==> src/hw/jtg_defs.svh <==
// Constants for the boundary-scan test logic
`ifndef JTG_DEFS_SVH
`define JTG_DEFS_SVH

//----------------------------------------
// Instruction register
//----------------------------------------
`define JTG_IR_W        4
`define JTG_OP_EXTEST   4'h0
`define JTG_OP_SAMPLE   4'h1
`define JTG_OP_IDCODE   4'h2
`define JTG_OP_HIGHZ    4'h3
`define JTG_OP_BYPASS   4'hf
`define JTG_IR_CAPTURE  4'h1

//----------------------------------------
// Identification word layout
//----------------------------------------
`define JTG_ID_W        32
`define JTG_ID_VER_MSB  31
`define JTG_ID_VER_LSB  28
`define JTG_ID_PART_MSB 27
`define JTG_ID_PART_LSB 12
`define JTG_ID_MFR_MSB  11
`define JTG_ID_MFR_LSB  1
`define JTG_ID_FIX_BIT  1'b1

//----------------------------------------
// Synchroniser and reset counts
//----------------------------------------
`define JTG_SYNC_STAGES 3
`define JTG_TLR_TMS_CNT 3'h5

`endif

==> src/hw/jtg_pkg.sv <==
// Types shared by the boundary-scan test logic
package jtg_pkg;

  //----------------------------------------
  // Controller states, one-hot
  //----------------------------------------
  typedef enum logic [15:0] {
    JTG_TLR  = 16'h0001,
    JTG_RTI  = 16'h0002,
    JTG_SDR  = 16'h0004,
    JTG_CDR  = 16'h0008,
    JTG_SHDR = 16'h0010,
    JTG_E1DR = 16'h0020,
    JTG_PDR  = 16'h0040,
    JTG_E2DR = 16'h0080,
    JTG_UDR  = 16'h0100,
    JTG_SIR  = 16'h0200,
    JTG_CIR  = 16'h0400,
    JTG_SHIR = 16'h0800,
    JTG_E1IR = 16'h1000,
    JTG_PIR  = 16'h2000,
    JTG_E2IR = 16'h4000,
    JTG_UIR  = 16'h8000
  } jtg_tap_state_e;

  //----------------------------------------
  // Data register selected by the instruction
  //----------------------------------------
  typedef enum logic [1:0] {
    JTG_SEL_BSR = 2'h0,
    JTG_SEL_ID  = 2'h1,
    JTG_SEL_BYP = 2'h2
  } jtg_dr_sel_e;

endpackage : jtg_pkg

==> src/hw/jtg_tap_if.sv <==
// Link between the sampling front end and the controller state machine
`timescale 1ns/1ps
`default_nettype none

interface jtg_tap_if;
  logic                    tck_rise;
  logic                    tck_fall;
  logic                    tms;
  logic                    trst;
  jtg_pkg::jtg_tap_state_e state;

  modport ctl (input tck_rise, input tms, input trst, output state);
  modport dat (output tck_rise, output tck_fall, output tms, output trst, input state);
endinterface : jtg_tap_if

`default_nettype wire

==> src/hw/jtg_tap_fsm.sv <==
// Test access port controller state machine
`timescale 1ns/1ps
`default_nettype none
`include "jtg_defs.svh"

module jtg_tap_fsm (
  // Clock and reset
  input wire logic ref_clk,
  input wire logic rst_n,
  // Sampled test pins
  jtg_tap_if.ctl   tap
);

  typedef struct packed {
    jtg_pkg::jtg_tap_state_e state;
    logic [2:0]              ones;
  } jtg_fsm_s;

  jtg_fsm_s q;
  jtg_fsm_s d;

  function automatic jtg_pkg::jtg_tap_state_e nxt(input jtg_pkg::jtg_tap_state_e s, input logic m);
    case (s)
      jtg_pkg::JTG_TLR:  nxt = m ? jtg_pkg::JTG_TLR  : jtg_pkg::JTG_RTI;
      jtg_pkg::JTG_RTI:  nxt = m ? jtg_pkg::JTG_SDR  : jtg_pkg::JTG_RTI;
      jtg_pkg::JTG_SDR:  nxt = m ? jtg_pkg::JTG_SIR  : jtg_pkg::JTG_CDR;
      jtg_pkg::JTG_CDR:  nxt = m ? jtg_pkg::JTG_E1DR : jtg_pkg::JTG_SHDR;
      jtg_pkg::JTG_SHDR: nxt = m ? jtg_pkg::JTG_E1DR : jtg_pkg::JTG_SHDR;
      jtg_pkg::JTG_E1DR: nxt = m ? jtg_pkg::JTG_UDR  : jtg_pkg::JTG_PDR;
      jtg_pkg::JTG_PDR:  nxt = m ? jtg_pkg::JTG_E2DR : jtg_pkg::JTG_PDR;
      jtg_pkg::JTG_E2DR: nxt = m ? jtg_pkg::JTG_UDR  : jtg_pkg::JTG_SHDR;
      jtg_pkg::JTG_UDR:  nxt = m ? jtg_pkg::JTG_SDR  : jtg_pkg::JTG_RTI;
      jtg_pkg::JTG_SIR:  nxt = m ? jtg_pkg::JTG_TLR  : jtg_pkg::JTG_CIR;
      jtg_pkg::JTG_CIR:  nxt = m ? jtg_pkg::JTG_E1IR : jtg_pkg::JTG_SHIR;
      jtg_pkg::JTG_SHIR: nxt = m ? jtg_pkg::JTG_E1IR : jtg_pkg::JTG_SHIR;
      jtg_pkg::JTG_E1IR: nxt = m ? jtg_pkg::JTG_UIR  : jtg_pkg::JTG_PIR;
      jtg_pkg::JTG_PIR:  nxt = m ? jtg_pkg::JTG_E2IR : jtg_pkg::JTG_PIR;
      jtg_pkg::JTG_E2IR: nxt = m ? jtg_pkg::JTG_UIR  : jtg_pkg::JTG_SHIR;
      jtg_pkg::JTG_UIR:  nxt = m ? jtg_pkg::JTG_SDR  : jtg_pkg::JTG_RTI;
      default:           nxt = jtg_pkg::JTG_TLR;
    endcase
  endfunction : nxt

  //----------------------------------------
  // State update
  //----------------------------------------
  always_comb begin
    d = q;
    if (tap.trst) begin
      d.state = jtg_pkg::JTG_TLR;
      d.ones  = 3'h0;
    end else if (tap.tck_rise) begin
      d.state = nxt(q.state, tap.tms);
      if (!tap.tms) begin
        d.ones = 3'h0;
      end else if (q.ones != `JTG_TLR_TMS_CNT) begin
        d.ones = q.ones + 3'h1;
      end
    end
  end

  always_ff @(posedge ref_clk) begin
    if (!rst_n) begin
      q.state <= jtg_pkg::JTG_TLR;
      q.ones  <= 3'h0;
    end else begin
      q <= d;
    end
  end

  assign tap.state = q.state;

  tms_reset_a: assert property (
    @(posedge ref_clk) disable iff (!rst_n)
    q.ones == `JTG_TLR_TMS_CNT |-> q.state == jtg_pkg::JTG_TLR)
    else $error("five high mode-select edges did not reach test-logic-reset");

  trst_reset_a: assert property (
    @(posedge ref_clk) disable iff (!rst_n)
    tap.trst |=> q.state == jtg_pkg::JTG_TLR)
    else $error("test reset did not reach test-logic-reset");

endmodule : jtg_tap_fsm

`default_nettype wire

==> src/hw/jtg_test_logic.sv <==
// Boundary-scan data registers, instruction decode and pin control
//------------------------------------------------------------
//------------------------------------------------------------
`timescale 1ns/1ps
`default_nettype none
`include "jtg_defs.svh"

module jtg_test_logic #(
  parameter int unsigned PIN_N      = 4,
  parameter logic [3:0]  ID_VERSION = 4'h6,    // Arbitrary value
  parameter logic [15:0] ID_PART    = 16'h0001, // Arbitrary value
  parameter logic [10:0] ID_MAKER   = 11'h001   // Arbitrary value
) (
  // Clock and reset
  input  wire logic             ref_clk,
  input  wire logic             rst_n,
  // Test access pins
  input  wire logic             test_clock_pin,
  input  wire logic             tms_pin,
  input  wire logic             tdi_pin,
  input  wire logic             trst_n_pin,
  output logic                  tdo_out,
  output logic                  tdo_oe,
  // Functional core side
  input  wire logic [PIN_N-1:0] core_out,
  input  wire logic [PIN_N-1:0] core_oe,
  input  wire logic [PIN_N-1:0] pad_in,
  // Device pins
  output logic      [PIN_N-1:0] pin_out,
  output logic      [PIN_N-1:0] pin_oe
);

  //------------------------------------------------------------
  // Local shapes
  //------------------------------------------------------------
  localparam int unsigned BSR_W  = 2 * PIN_N;
  localparam int unsigned TCK_I  = 0;
  localparam int unsigned TMS_I  = 1;
  localparam int unsigned TDI_I  = 2;
  localparam int unsigned TRST_I = 3;

  localparam logic [`JTG_ID_W-1:0] ID_WORD = {ID_VERSION, ID_PART, ID_MAKER, `JTG_ID_FIX_BIT};

  typedef struct packed {
    logic [3:0][`JTG_SYNC_STAGES-1:0] sync;
    logic [3:0]                       filt;
    logic                             tck_rise;
    logic                             tck_fall;
    logic [`JTG_IR_W-1:0]             ir_sh;
    logic [`JTG_IR_W-1:0]             ir_cur;
    logic                             byp;
    logic [`JTG_ID_W-1:0]             id_sh;
    logic [BSR_W-1:0]                 bsr_sh;
    logic [BSR_W-1:0]                 bsr_upd;
    logic                             tdo;
    logic                             tdo_oe;
    logic [PIN_N-1:0]                 pin_out;
    logic [PIN_N-1:0]                 pin_oe;
  } jtg_core_s;

  jtg_core_s  q;
  jtg_core_s  d;
  logic [3:0] raw;

  jtg_tap_if tap ();

  //------------------------------------------------------------
  // Controller
  //------------------------------------------------------------
  jtg_tap_fsm u_fsm (
    .ref_clk (ref_clk),
    .rst_n   (rst_n),
    .tap     (tap.ctl)
  );

  assign tap.tck_rise = q.tck_rise;
  assign tap.tck_fall = q.tck_fall;
  assign tap.tms      = q.filt[TMS_I];
  // Filtered reset reads low out of system reset, so the controller waits until the pin is seen high
  assign tap.trst     = ~q.filt[TRST_I];

  //------------------------------------------------------------
  // Instruction decode
  //------------------------------------------------------------
  // Every code outside the listed ones falls to bypass, the safest path
  function automatic jtg_pkg::jtg_dr_sel_e dr_sel(input logic [`JTG_IR_W-1:0] op);
    case (op)
      `JTG_OP_EXTEST: dr_sel = jtg_pkg::JTG_SEL_BSR;
      `JTG_OP_SAMPLE: dr_sel = jtg_pkg::JTG_SEL_BSR;
      `JTG_OP_IDCODE: dr_sel = jtg_pkg::JTG_SEL_ID;
      default:        dr_sel = jtg_pkg::JTG_SEL_BYP;
    endcase
  endfunction : dr_sel

  jtg_pkg::jtg_dr_sel_e sel;
  assign sel = dr_sel(q.ir_cur);

  //------------------------------------------------------------
  // Next state
  //------------------------------------------------------------
  assign raw = {trst_n_pin, tdi_pin, tms_pin, test_clock_pin};

  always_comb begin
    d = q;
    // Pins are slow against ref_clk; a level counts once stages two and three agree
    for (int i = 0; i < 4; i++) begin
      d.sync[i] = {q.sync[i][`JTG_SYNC_STAGES-2:0], raw[i]};
      if (q.sync[i][1] == q.sync[i][2]) begin
        d.filt[i] = q.sync[i][2];
      end
    end
    d.tck_rise = d.filt[TCK_I] & ~q.filt[TCK_I];
    d.tck_fall = ~d.filt[TCK_I] & q.filt[TCK_I];

    // Rising test-clock edge: capture and shift, using the state before the edge
    if (q.tck_rise) begin
      case (tap.state)
        jtg_pkg::JTG_CIR: begin
          d.ir_sh = `JTG_IR_CAPTURE;
        end
        jtg_pkg::JTG_SHIR: begin
          d.ir_sh = {q.filt[TDI_I], q.ir_sh[`JTG_IR_W-1:1]};
        end
        jtg_pkg::JTG_CDR: begin
          case (sel)
            jtg_pkg::JTG_SEL_BSR: d.bsr_sh = {core_out, pad_in};
            jtg_pkg::JTG_SEL_ID:  d.id_sh  = ID_WORD;
            default:              d.byp    = 1'b0;
          endcase
        end
        jtg_pkg::JTG_SHDR: begin
          // Only the selected register moves; the others hold
          case (sel)
            jtg_pkg::JTG_SEL_BSR: d.bsr_sh = {q.filt[TDI_I], q.bsr_sh[BSR_W-1:1]};
            jtg_pkg::JTG_SEL_ID:  d.id_sh  = {q.filt[TDI_I], q.id_sh[`JTG_ID_W-1:1]};
            default:              d.byp    = q.filt[TDI_I];
          endcase
        end
        default: begin
        end
      endcase
    end

    // Falling test-clock edge: drive the serial output and latch updates
    if (q.tck_fall) begin
      d.tdo_oe = 1'b0;
      case (tap.state)
        jtg_pkg::JTG_SHIR: begin
          d.tdo    = q.ir_sh[0];
          d.tdo_oe = 1'b1;
        end
        jtg_pkg::JTG_SHDR: begin
          d.tdo_oe = 1'b1;
          case (sel)
            jtg_pkg::JTG_SEL_BSR: d.tdo = q.bsr_sh[0];
            jtg_pkg::JTG_SEL_ID:  d.tdo = q.id_sh[0];
            default:              d.tdo = q.byp;
          endcase
        end
        jtg_pkg::JTG_UIR: begin
          d.ir_cur = q.ir_sh;
        end
        jtg_pkg::JTG_UDR: begin
          if (sel == jtg_pkg::JTG_SEL_BSR) begin
            d.bsr_upd = q.bsr_sh;
          end
        end
        default: begin
        end
      endcase
    end

    // Reset state always leaves the identification word selected
    if (tap.state == jtg_pkg::JTG_TLR) begin
      d.ir_cur = `JTG_OP_IDCODE;
    end

    // Pin control follows only the latched instruction, never the scan traffic
    case (q.ir_cur)
      `JTG_OP_EXTEST: begin
        d.pin_out = q.bsr_upd[BSR_W-1:PIN_N];
        d.pin_oe  = '1;
      end
      `JTG_OP_HIGHZ: begin
        d.pin_out = core_out;
        d.pin_oe  = '0;
      end
      default: begin
        d.pin_out = core_out;
        d.pin_oe  = core_oe;
      end
    endcase
  end

  //------------------------------------------------------------
  // State registers
  //------------------------------------------------------------
  // Only the instruction leaves reset non-zero, so identification is ready at once
  always_ff @(posedge ref_clk) begin
    if (!rst_n) begin
      q        <= '0;
      q.ir_cur <= `JTG_OP_IDCODE;
    end else begin
      q <= d;
    end
  end

  assign tdo_out = q.tdo;
  assign tdo_oe  = q.tdo_oe;
  assign pin_out = q.pin_out;
  assign pin_oe  = q.pin_oe;

  //------------------------------------------------------------
  // Checks
  //------------------------------------------------------------
  bypass_capture_a: assert property (
    @(posedge ref_clk) disable iff (!rst_n)
    q.tck_rise && tap.state == jtg_pkg::JTG_CDR && sel == jtg_pkg::JTG_SEL_BYP |=> q.byp == 1'b0)
    else $error("bypass stage not cleared at capture");

  bypass_stage_a: assert property (
    @(posedge ref_clk) disable iff (!rst_n)
    q.tck_rise && tap.state == jtg_pkg::JTG_SHDR && sel == jtg_pkg::JTG_SEL_BYP
    |=> q.byp == $past(q.filt[TDI_I]))
    else $error("bypass stage did not take serial input");

  id_capture_a: assert property (
    @(posedge ref_clk) disable iff (!rst_n)
    q.tck_rise && tap.state == jtg_pkg::JTG_CDR && sel == jtg_pkg::JTG_SEL_ID
    |=> q.id_sh[`JTG_ID_VER_MSB:`JTG_ID_VER_LSB] == ID_VERSION
        && q.id_sh[`JTG_ID_PART_MSB:`JTG_ID_PART_LSB] == ID_PART
        && q.id_sh[`JTG_ID_MFR_MSB:`JTG_ID_MFR_LSB] == ID_MAKER
        && q.id_sh[0] == 1'b1)
    else $error("identification word captured with wrong layout");

  ir_capture_a: assert property (
    @(posedge ref_clk) disable iff (!rst_n)
    q.tck_rise && tap.state == jtg_pkg::JTG_CIR |=> q.ir_sh[1:0] == 2'b01)
    else $error("instruction capture pattern wrong");

  ir_shift_a: assert property (
    @(posedge ref_clk) disable iff (!rst_n)
    q.tck_rise && tap.state == jtg_pkg::JTG_SHIR
    |=> q.ir_sh[3] == $past(q.filt[TDI_I]) && q.ir_sh[2:0] == $past(q.ir_sh[3:1]))
    else $error("instruction bits not shifted");

  idcode_reset_a: assert property (
    @(posedge ref_clk) disable iff (!rst_n)
    tap.state == jtg_pkg::JTG_TLR |=> q.ir_cur == `JTG_OP_IDCODE)
    else $error("identification not selected after test reset");

  id_output_a: assert property (
    @(posedge ref_clk) disable iff (!rst_n)
    q.tck_fall && tap.state == jtg_pkg::JTG_SHDR && sel == jtg_pkg::JTG_SEL_ID
    |=> q.tdo == $past(q.id_sh[0]) && q.tdo_oe)
    else $error("identification bit not on serial output");

  highz_pins_a: assert property (
    @(posedge ref_clk) disable iff (!rst_n)
    q.ir_cur == `JTG_OP_HIGHZ |=> q.pin_oe == '0)
    else $error("pins driven under high-impedance code");

  func_pins_a: assert property (
    @(posedge ref_clk) disable iff (!rst_n)
    q.ir_cur != `JTG_OP_EXTEST && q.ir_cur != `JTG_OP_HIGHZ
    |=> q.pin_out == $past(core_out) && q.pin_oe == $past(core_oe))
    else $error("functional pins disturbed by test logic");

  extest_drive_a: assert property (
    @(posedge ref_clk) disable iff (!rst_n)
    q.ir_cur == `JTG_OP_EXTEST |=> q.pin_out == $past(q.bsr_upd[BSR_W-1:PIN_N]) && q.pin_oe == '1)
    else $error("boundary register not driving pins");

  //------------------------------------------------------------
  // Serial path and update checks
  //------------------------------------------------------------
  bypass_output_a: assert property (
    @(posedge ref_clk) disable iff (!rst_n)
    q.tck_fall && tap.state == jtg_pkg::JTG_SHDR && sel == jtg_pkg::JTG_SEL_BYP
    |=> q.tdo == $past(q.byp) && q.tdo_oe)
    else $error("bypass stage not on serial output");

  ir_output_a: assert property (
    @(posedge ref_clk) disable iff (!rst_n)
    q.tck_fall && tap.state == jtg_pkg::JTG_SHIR
    |=> q.tdo == $past(q.ir_sh[0]) && q.tdo_oe)
    else $error("instruction bit not on serial output");

  // The pad sample is taken as already registered; pad_in has no synchroniser here
  bsr_capture_a: assert property (
    @(posedge ref_clk) disable iff (!rst_n)
    q.tck_rise && tap.state == jtg_pkg::JTG_CDR && sel == jtg_pkg::JTG_SEL_BSR
    |=> q.bsr_sh == $past({core_out, pad_in}))
    else $error("boundary register missed the pin sample");

  bsr_update_a: assert property (
    @(posedge ref_clk) disable iff (!rst_n)
    q.tck_fall && tap.state == jtg_pkg::JTG_UDR && sel == jtg_pkg::JTG_SEL_BSR
    |=> q.bsr_upd == $past(q.bsr_sh))
    else $error("boundary update latch not loaded");

  // Registers off the scan path must not move while another one is scanned
  bsr_hold_a: assert property (
    @(posedge ref_clk) disable iff (!rst_n)
    q.tck_rise && tap.state == jtg_pkg::JTG_SHDR && sel != jtg_pkg::JTG_SEL_BSR
    |=> q.bsr_sh == $past(q.bsr_sh))
    else $error("unselected boundary register moved");

  id_hold_a: assert property (
    @(posedge ref_clk) disable iff (!rst_n)
    q.tck_rise && tap.state == jtg_pkg::JTG_SHDR && sel != jtg_pkg::JTG_SEL_ID
    |=> q.id_sh == $past(q.id_sh))
    else $error("unselected identification register moved");

  ir_update_a: assert property (
    @(posedge ref_clk) disable iff (!rst_n)
    q.tck_fall && tap.state == jtg_pkg::JTG_UIR |=> q.ir_cur == $past(q.ir_sh))
    else $error("instruction not latched at update");

  // Serial output is released outside the shift states so the chain is not fought over
  tdo_release_a: assert property (
    @(posedge ref_clk) disable iff (!rst_n)
    q.tck_fall && tap.state != jtg_pkg::JTG_SHIR && tap.state != jtg_pkg::JTG_SHDR
    |=> !q.tdo_oe)
    else $error("serial output driven outside shift");

endmodule : jtg_test_logic

`default_nettype wire

==> config.mk <==
export PLATFORM = sky130hd
export DESIGN_NAME = jtg_test_logic
export DESIGN_NICKNAME = d
export VERILOG_FILES = /design/src/hw/jtg_pkg.sv /design/src/hw/jtg_tap_if.sv /design/src/hw/jtg_tap_fsm.sv /design/src/hw/jtg_test_logic.sv
export VERILOG_INCLUDE_DIRS = /design/src /design/src/hw
export SDC_FILE = /design/constraint.sdc
export NUM_CORES = 1
export LEC_CHECK = 0
export BUFFER_PORTS_ARGS = -buffer_cell sky130_fd_sc_hd__buf_2
export CELL_PAD_IN_SITES_DETAIL_PLACEMENT = 0
export CELL_PAD_IN_SITES_GLOBAL_PLACEMENT = 1
export CORE_MARGIN = 2
export CORE_UTILIZATION = 45
export CTS_CLUSTER_SIZE = 24
export DETAILED_ROUTE_END_ITERATION = 10
export PLACE_DENSITY_LB_ADDON = 0.12
export SYNTH_ARGS = -nofsm -noshare
export SYNTH_HDL_FRONTEND = slang
export SYNTH_SLANG_ARGS = --single-unit
==> constraint.sdc <==
create_clock -name ref_clk -period 3 [get_ports ref_clk]
set_clock_uncertainty 0.15 [all_clocks]
set_input_delay 0.9 -clock ref_clk [delete_from_list [all_inputs] [get_ports ref_clk]]
set_output_delay 0.9 -clock ref_clk [all_outputs]
set_load 0.03 [all_outputs]
=== Word level (Yosys, flattened, before mapping) ===
Index checks and enable logic that the tools add are counted.

* Flip-flop bits (word level): 101
* Input port bits: 18
* Output and inout bits: 10
* Logic and storage cells: 101

* Eq/ne operators: 30
* Multiplexer cells: 26
* Bitwise operators: 5
* Reductions and logical operators: 19

{| class="wikitable"
|+ Operator list
! kind !! count
|-
| $pmux 16 s12 || 1
|-
| $pmux 41 s2 || 1
|-
| $mux 32 || 2
|-
| $mux 16 || 2
|-
| $mux 8 || 3
|-
| $mux 9 || 2
|-
| $eq 16x1->1 const B || 1
|-
| $eq 16x10->1 const B || 1
|-
| $eq 16x11->1 const B || 1
|-
| $eq 16x12->1 const B || 1
|-
| $eq 16x13->1 const B || 1
|-
| $eq 16x14->1 const B || 1
|-
| $eq 16x15->1 const B || 1
|-
| $eq 16x16->1 const B || 1
|-
| $eq 16x2->1 const B || 1
|-
| $eq 16x3->1 const B || 1
|-
| $eq 16x4->1 const B || 1
|-
| $eq 16x5->1 const B || 1
|-
| $eq 16x6->1 const B || 1
|-
| $eq 16x7->1 const B || 1
|-
| $eq 16x8->1 const B || 1
|-
| $eq 16x9->1 const B || 1
|-
| $pmux 8 s2 || 1
|-
| $mux 15 || 1
|-
| other kinds (25) || 51
|}

=== Depth between registers and ports, before layout ===
* Depth in word-level cells: 7
* Mapped depth: 9
* Mapped depth without buffers: 5

=== By module ===
A second synthesis with hierarchy kept.

* Cell total of the unflattened synthesis: 516
* Area, all modules: 4486.8 um^2

{| class="wikitable"
|+ By module, submodules not included
! module !! instances !! cells each !! area an instance (um^2) !! seq. area each (um^2)
|-
| jtg_test_logic || 1 || 379 || 3394.5 || 1621.6
|-
| jtg_tap_fsm || 1 || 137 || 1092.3 || 320.3
|}

=== Least setup slack after synthesis ===
Ideal clock, no wire load.

* Kind: flip-flop to flip-flop
* From: register u_fsm.tap.state[13] (netlist name)
* To: register q[51] in the netlist's numbering
* Library setup time: 0.070 ns
* Arrival time: 2.293 ns
* Required time: 2.780 ns
* Slack: 0.486 ns
* Cell stages (with the launch flop): 9
* Path buffers: 3
* Clock period less this slack: 2.514 ns
* Cell sequence: dfxtp_1 -> buf_6 -> or4_4 -> buf_6 -> or4b_4 -> nor4b_4 -> buf_6 -> nand3_1 -> a21oi_1

* Word-level cells in the longest chain between the ends: 3
* Elaborated cells between the ends (all ways): 7
* Those cells by class: 4 x eq/ne; 1 x mux; 2 x reduce/logical

{| class="wikitable"
|+ RTL lines
! element !! line !! RTL
|-
| $eq 16x5->1 or $eq 16x4->1 (tied branches) || jtg_test_logic.sv:117 || <nowiki>case (tap.state)</nowiki>
|-
| $ne 2x2->1 (no line) or $reduce_bool 2->1 (tied branches) || n/a ||
|-
| $reduce_and 4->1 (no line) || n/a ||
|-
| end: declaration || jtg_test_logic.sv:61 || <nowiki>jtg_core_s q;</nowiki>
|}

Parallel ways exist; a longest one is shown, timed or not.
A chain may end at the register's enable or synchronous reset.

=== Final worst setup path ===
* From: register u_fsm.tap.state[8] (netlist name)
* To: register q[37] in the netlist's numbering

* Word-level cells in the longest chain between the ends: 3
* Elaborated cells between the ends (all ways): 7
* Those cells by class: 4 x eq/ne; 1 x mux; 2 x reduce/logical

{| class="wikitable"
|+ RTL lines
! element !! line
|-
| $eq 16x5->1 or $eq 16x4->1 (tied branches) || jtg_test_logic.sv:117
|-
| $ne 2x2->1 (no line) or $reduce_bool 2->1 (tied branches) || n/a
|-
| $reduce_and 4->1 (no line) || n/a
|}

Parallel ways exist; a longest one is shown, timed or not.

==> impl_metrics.json <==
{
  "post_drt_wl_per_cell_um": 14.51,
  "setup_viol": 0,
  "numPortBuffers": 27,
  "clk_pin_slew_worst_paths_ns": 0.10,
  "dieWidth_um": 100.5,
  "max_clock_freq_mhz": 364.8,
  "dr.pass1.iters": 5,
  "area_delta_synth_final_pct": 8.744,
  "hold-path-cell-count": 1,
  "finalHoldViolations": 0,
  "hold_path.class": "register to register",
  "rows": 35,
  "start_util_pct": 45.81,
  "max-slew-margin-rel_pct": 57.67,
  "gp_congestion": 0.8448,
  "r2r_start": "u_fsm.tap.state[8]",
  "netlist_area_um2": 4193,
  "start_kind": "register",
  "dieHeight_um": 100.5,
  "core-area_um2": 9153,
  "cts_num_sinks": 97,
  "drv_slew": 0,
  "synth_nets": 510,
  "routed_wl_mm": 8.892,
  "worst_skew_pair.late_latency_ns": 0.37,
  "fillCellCount": 884,
  "clock_path_buffers": 2,
  "power.density_nw_per_um2": 500.3,
  "crit_required_ns": 3.10,
  "fin_crit_ns": 2.741,
  "async_reset_ff_share_pct": 0,
  "grt_pass1_vias": 3002,
  "drt_iter0_markers": 272,
  "ys.flop_type": "dfxtp_1",
  "post_cts_buffers": 0,
  "dpl_worst_slack_ns": 0.3148,
  "worstSetupStartpoint": "u_fsm.tap.state[8]",
  "hpwl_mm": 5.971,
  "avgViaCountPerCell": 5.509,
  "h-tree-depth": 3,
  "endpoint": "q[37]",
  "avgSynthCellArea_um2": 8.522,
  "dieArea_um2": 10110,
  "gr-total-overflow": 0,
  "num_vias": 3377,
  "cp_max_fo": 16,
  "synth_edf_count": 0,
  "status": "complete, no violations",
  "setup_tns_ns": 0,
  "critPathCaptureType": "register",
  "cp.arrival_ns": 2.84,
  "r2r_end": "q[37]",
  "worst_pin_slew_ns": 0.6291,
  "grt_pass1_wl_mm": 14.84,
  "ys_seq_elements": 97,
  "drc": 0,
  "netlist_instances": 492,
  "ctsResizeCount": 0,
  "yosysWarnings": 0,
  "cts_tree": "yes",
  "synth.distinct_cells": 54,
  "grt_max_degree": 54,
  "diodes": 0,
  "worstSetupPathType": "register to register",
  "drive_above_1_share_pct": 13.75,
  "worstHoldStart": "q[69]",
  "max-cap-violations": 0,
  "ir_worst_vdd_mv": 0.3015,
  "rsz0062_at_grt": "false",
  "postRouteAntennaNets": 0,
  "track_usage_pct": 18.36,
  "antenna_found_initial": 0,
  "period_share_pct": 91.37,
  "cts_made_buffers": 9,
  "hold_buffers": 0,
  "nNetsFinal": 515,
  "ff2ff_path_depth": 6,
  "clock-root-buffer": "clkbuf_8",
  "leakage_nw": 1.571,
  "fin_ws_ns": 0.2589,
  "rrSetupSlack_ns": 0.26,
  "yosysSeqAreaShare_pct": 46.31,
  "io_pins": 28
}
==> sequential cells by signal, indices dropped and copies added (netlist names) <==
signal,count
tdo_oe,1
tap.tck_rise,1
pin_out,4
pin_oe,4
d,8
tdo_out,1
tap.tck_fall,1
q,61
u_fsm.tap.state,16
==> critical path, stage by stage, from the launching register on <==
cell,delay (ns)
dfxtp_1,0.38
or4_1,0.73
nor4_2,0.48
nand4_1,0.41
buf_4,0.34
nand2_1,0.08
a21oi_1,0.05
==> power breakdown <==
group	switching, mW	internal (mW)	leakage [nW]
Sequential	0.00405	1.30	0.785
Clock	0.500	0.412	0.111
Combinational	0.0426	0.0237	0.675
==> synthesized netlist by cell type (all sizes together) (2+ instances only) <==
library cell / n / share of area, %
nor2b: 3 / 0.45
xnor2: 3 / 0.63
xor2: 4 / 0.84
nor4: 11 / 2.1
or3: 5 / 0.75
o21ai: 14 / 1.7
mux2i: 20 / 4.8
buf: 21 / 3.9
and2: 14 / 2.1
dfxtp: 97 / 46
o22ai: 2 / 0.30
nand2: 53 / 4.7
nor3: 22 / 2.7
a21oi: 50 / 6.0
nand2b: 2 / 0.30
or4: 7 / 1.3
nor4b: 5 / 1.4
clkbuf: 24 / 2.1
a211oi: 9 / 1.6
inv: 4 / 0.36
a22oi: 4 / 0.72
nor3b: 3 / 0.54
nand3b: 2 / 0.36
nand3: 38 / 4.5
nand4: 2 / 0.30
or4b: 4 / 1.0
nor2: 54 / 4.8
==> placed cells by master, fill, tap and decap left out, types with 2 or more instances in the layout <==
cell type | Yosys | layout
nand3_1 | 38 | 38
buf_4 | 10 | 9
a211oi_1 | 9 | 9
nor3_1 | 21 | 21
nand2_1 | 53 | 53
clkbuf_8 | 0 | 9
a21oi_1 | 50 | 50
inv_8 | 0 | 2
dfxtp_1 | 97 | 97
o22ai_1 | 2 | 2
nor3b_1 | 3 | 3
and2_1 | 14 | 14
nand3b_1 | 2 | 2
nor4_1 | 9 | 9
nor2b_1 | 3 | 3
o21ai_0 | 11 | 11
inv_6 | 0 | 2
or4_1 | 6 | 6
or3_1 | 5 | 5
buf_12 | 0 | 3
o21ai_1 | 3 | 3
inv_1 | 3 | 3
mux2i_1 | 20 | 20
a22oi_1 | 4 | 4
nor4b_1 | 4 | 4
nand2b_1 | 2 | 2
nor2_1 | 54 | 54
buf_2 | 3 | 27
nand4_1 | 2 | 2
xnor2_1 | 3 | 3
xor2_1 | 4 | 4
or4b_2 | 2 | 2
==> per-stage QoR <==
stage          instances  hold WS, ns  cell area [um2]  power (mW)  utilization (%)
4_1_cts              613       0.2846             4558       2.314            49.80
5_1_grt              613       0.3105             4559       2.374            49.82
3_5_place_dp         597       0.2716             4339       1.401            47.41
2_1_floorplan        492       0.2615             4193       1.379                -
3_3_place_gp         597       0.2662             4339       1.399            47.41
6_report             613       0.2868             4559       2.281            49.82
==> area by class of cell <==
class	instances	area (um2)	area share, %
multi-input cells	346	1982	43.47
flip-flops and latches	97	1942	42.59
repair buffers	39	262.8	5.763
well taps	111	138.9	3.046
clock buffers	9	123.9	2.717
clock inverters	7	95.09	2.086
inverters	4	15.01	0.3293
==> kinds of logic after synthesis <==
family	count (synthesis)	share of synthesized area, %
mux	21	5.043
compound gates	89	12.44
buf+inv	49	6.446
xor+xnor	7	1.462
simple gates	229	28.29
flops	97	46.31
==> worst min path at each step <==
stage                         endpoint
after floorplan           tap.tck_rise
after global placement           d[81]
after detailed placement         d[81]
after CTS                 tap.tck_rise
after global routing             d[75]
final                     tap.tck_rise
==> per-layer routing <==
layer / global-route usage [%] / part of all wire (%) / wire (um)
met1: 27.29 / 51 / 4561
met2: 26.79 / 44 / 3878
met3: 3.121 / 3.8 / 338
met4: 6.428 / 1.3 / 113
met5: 0 / 0 / 0
(Power assumes the default switching activity.)
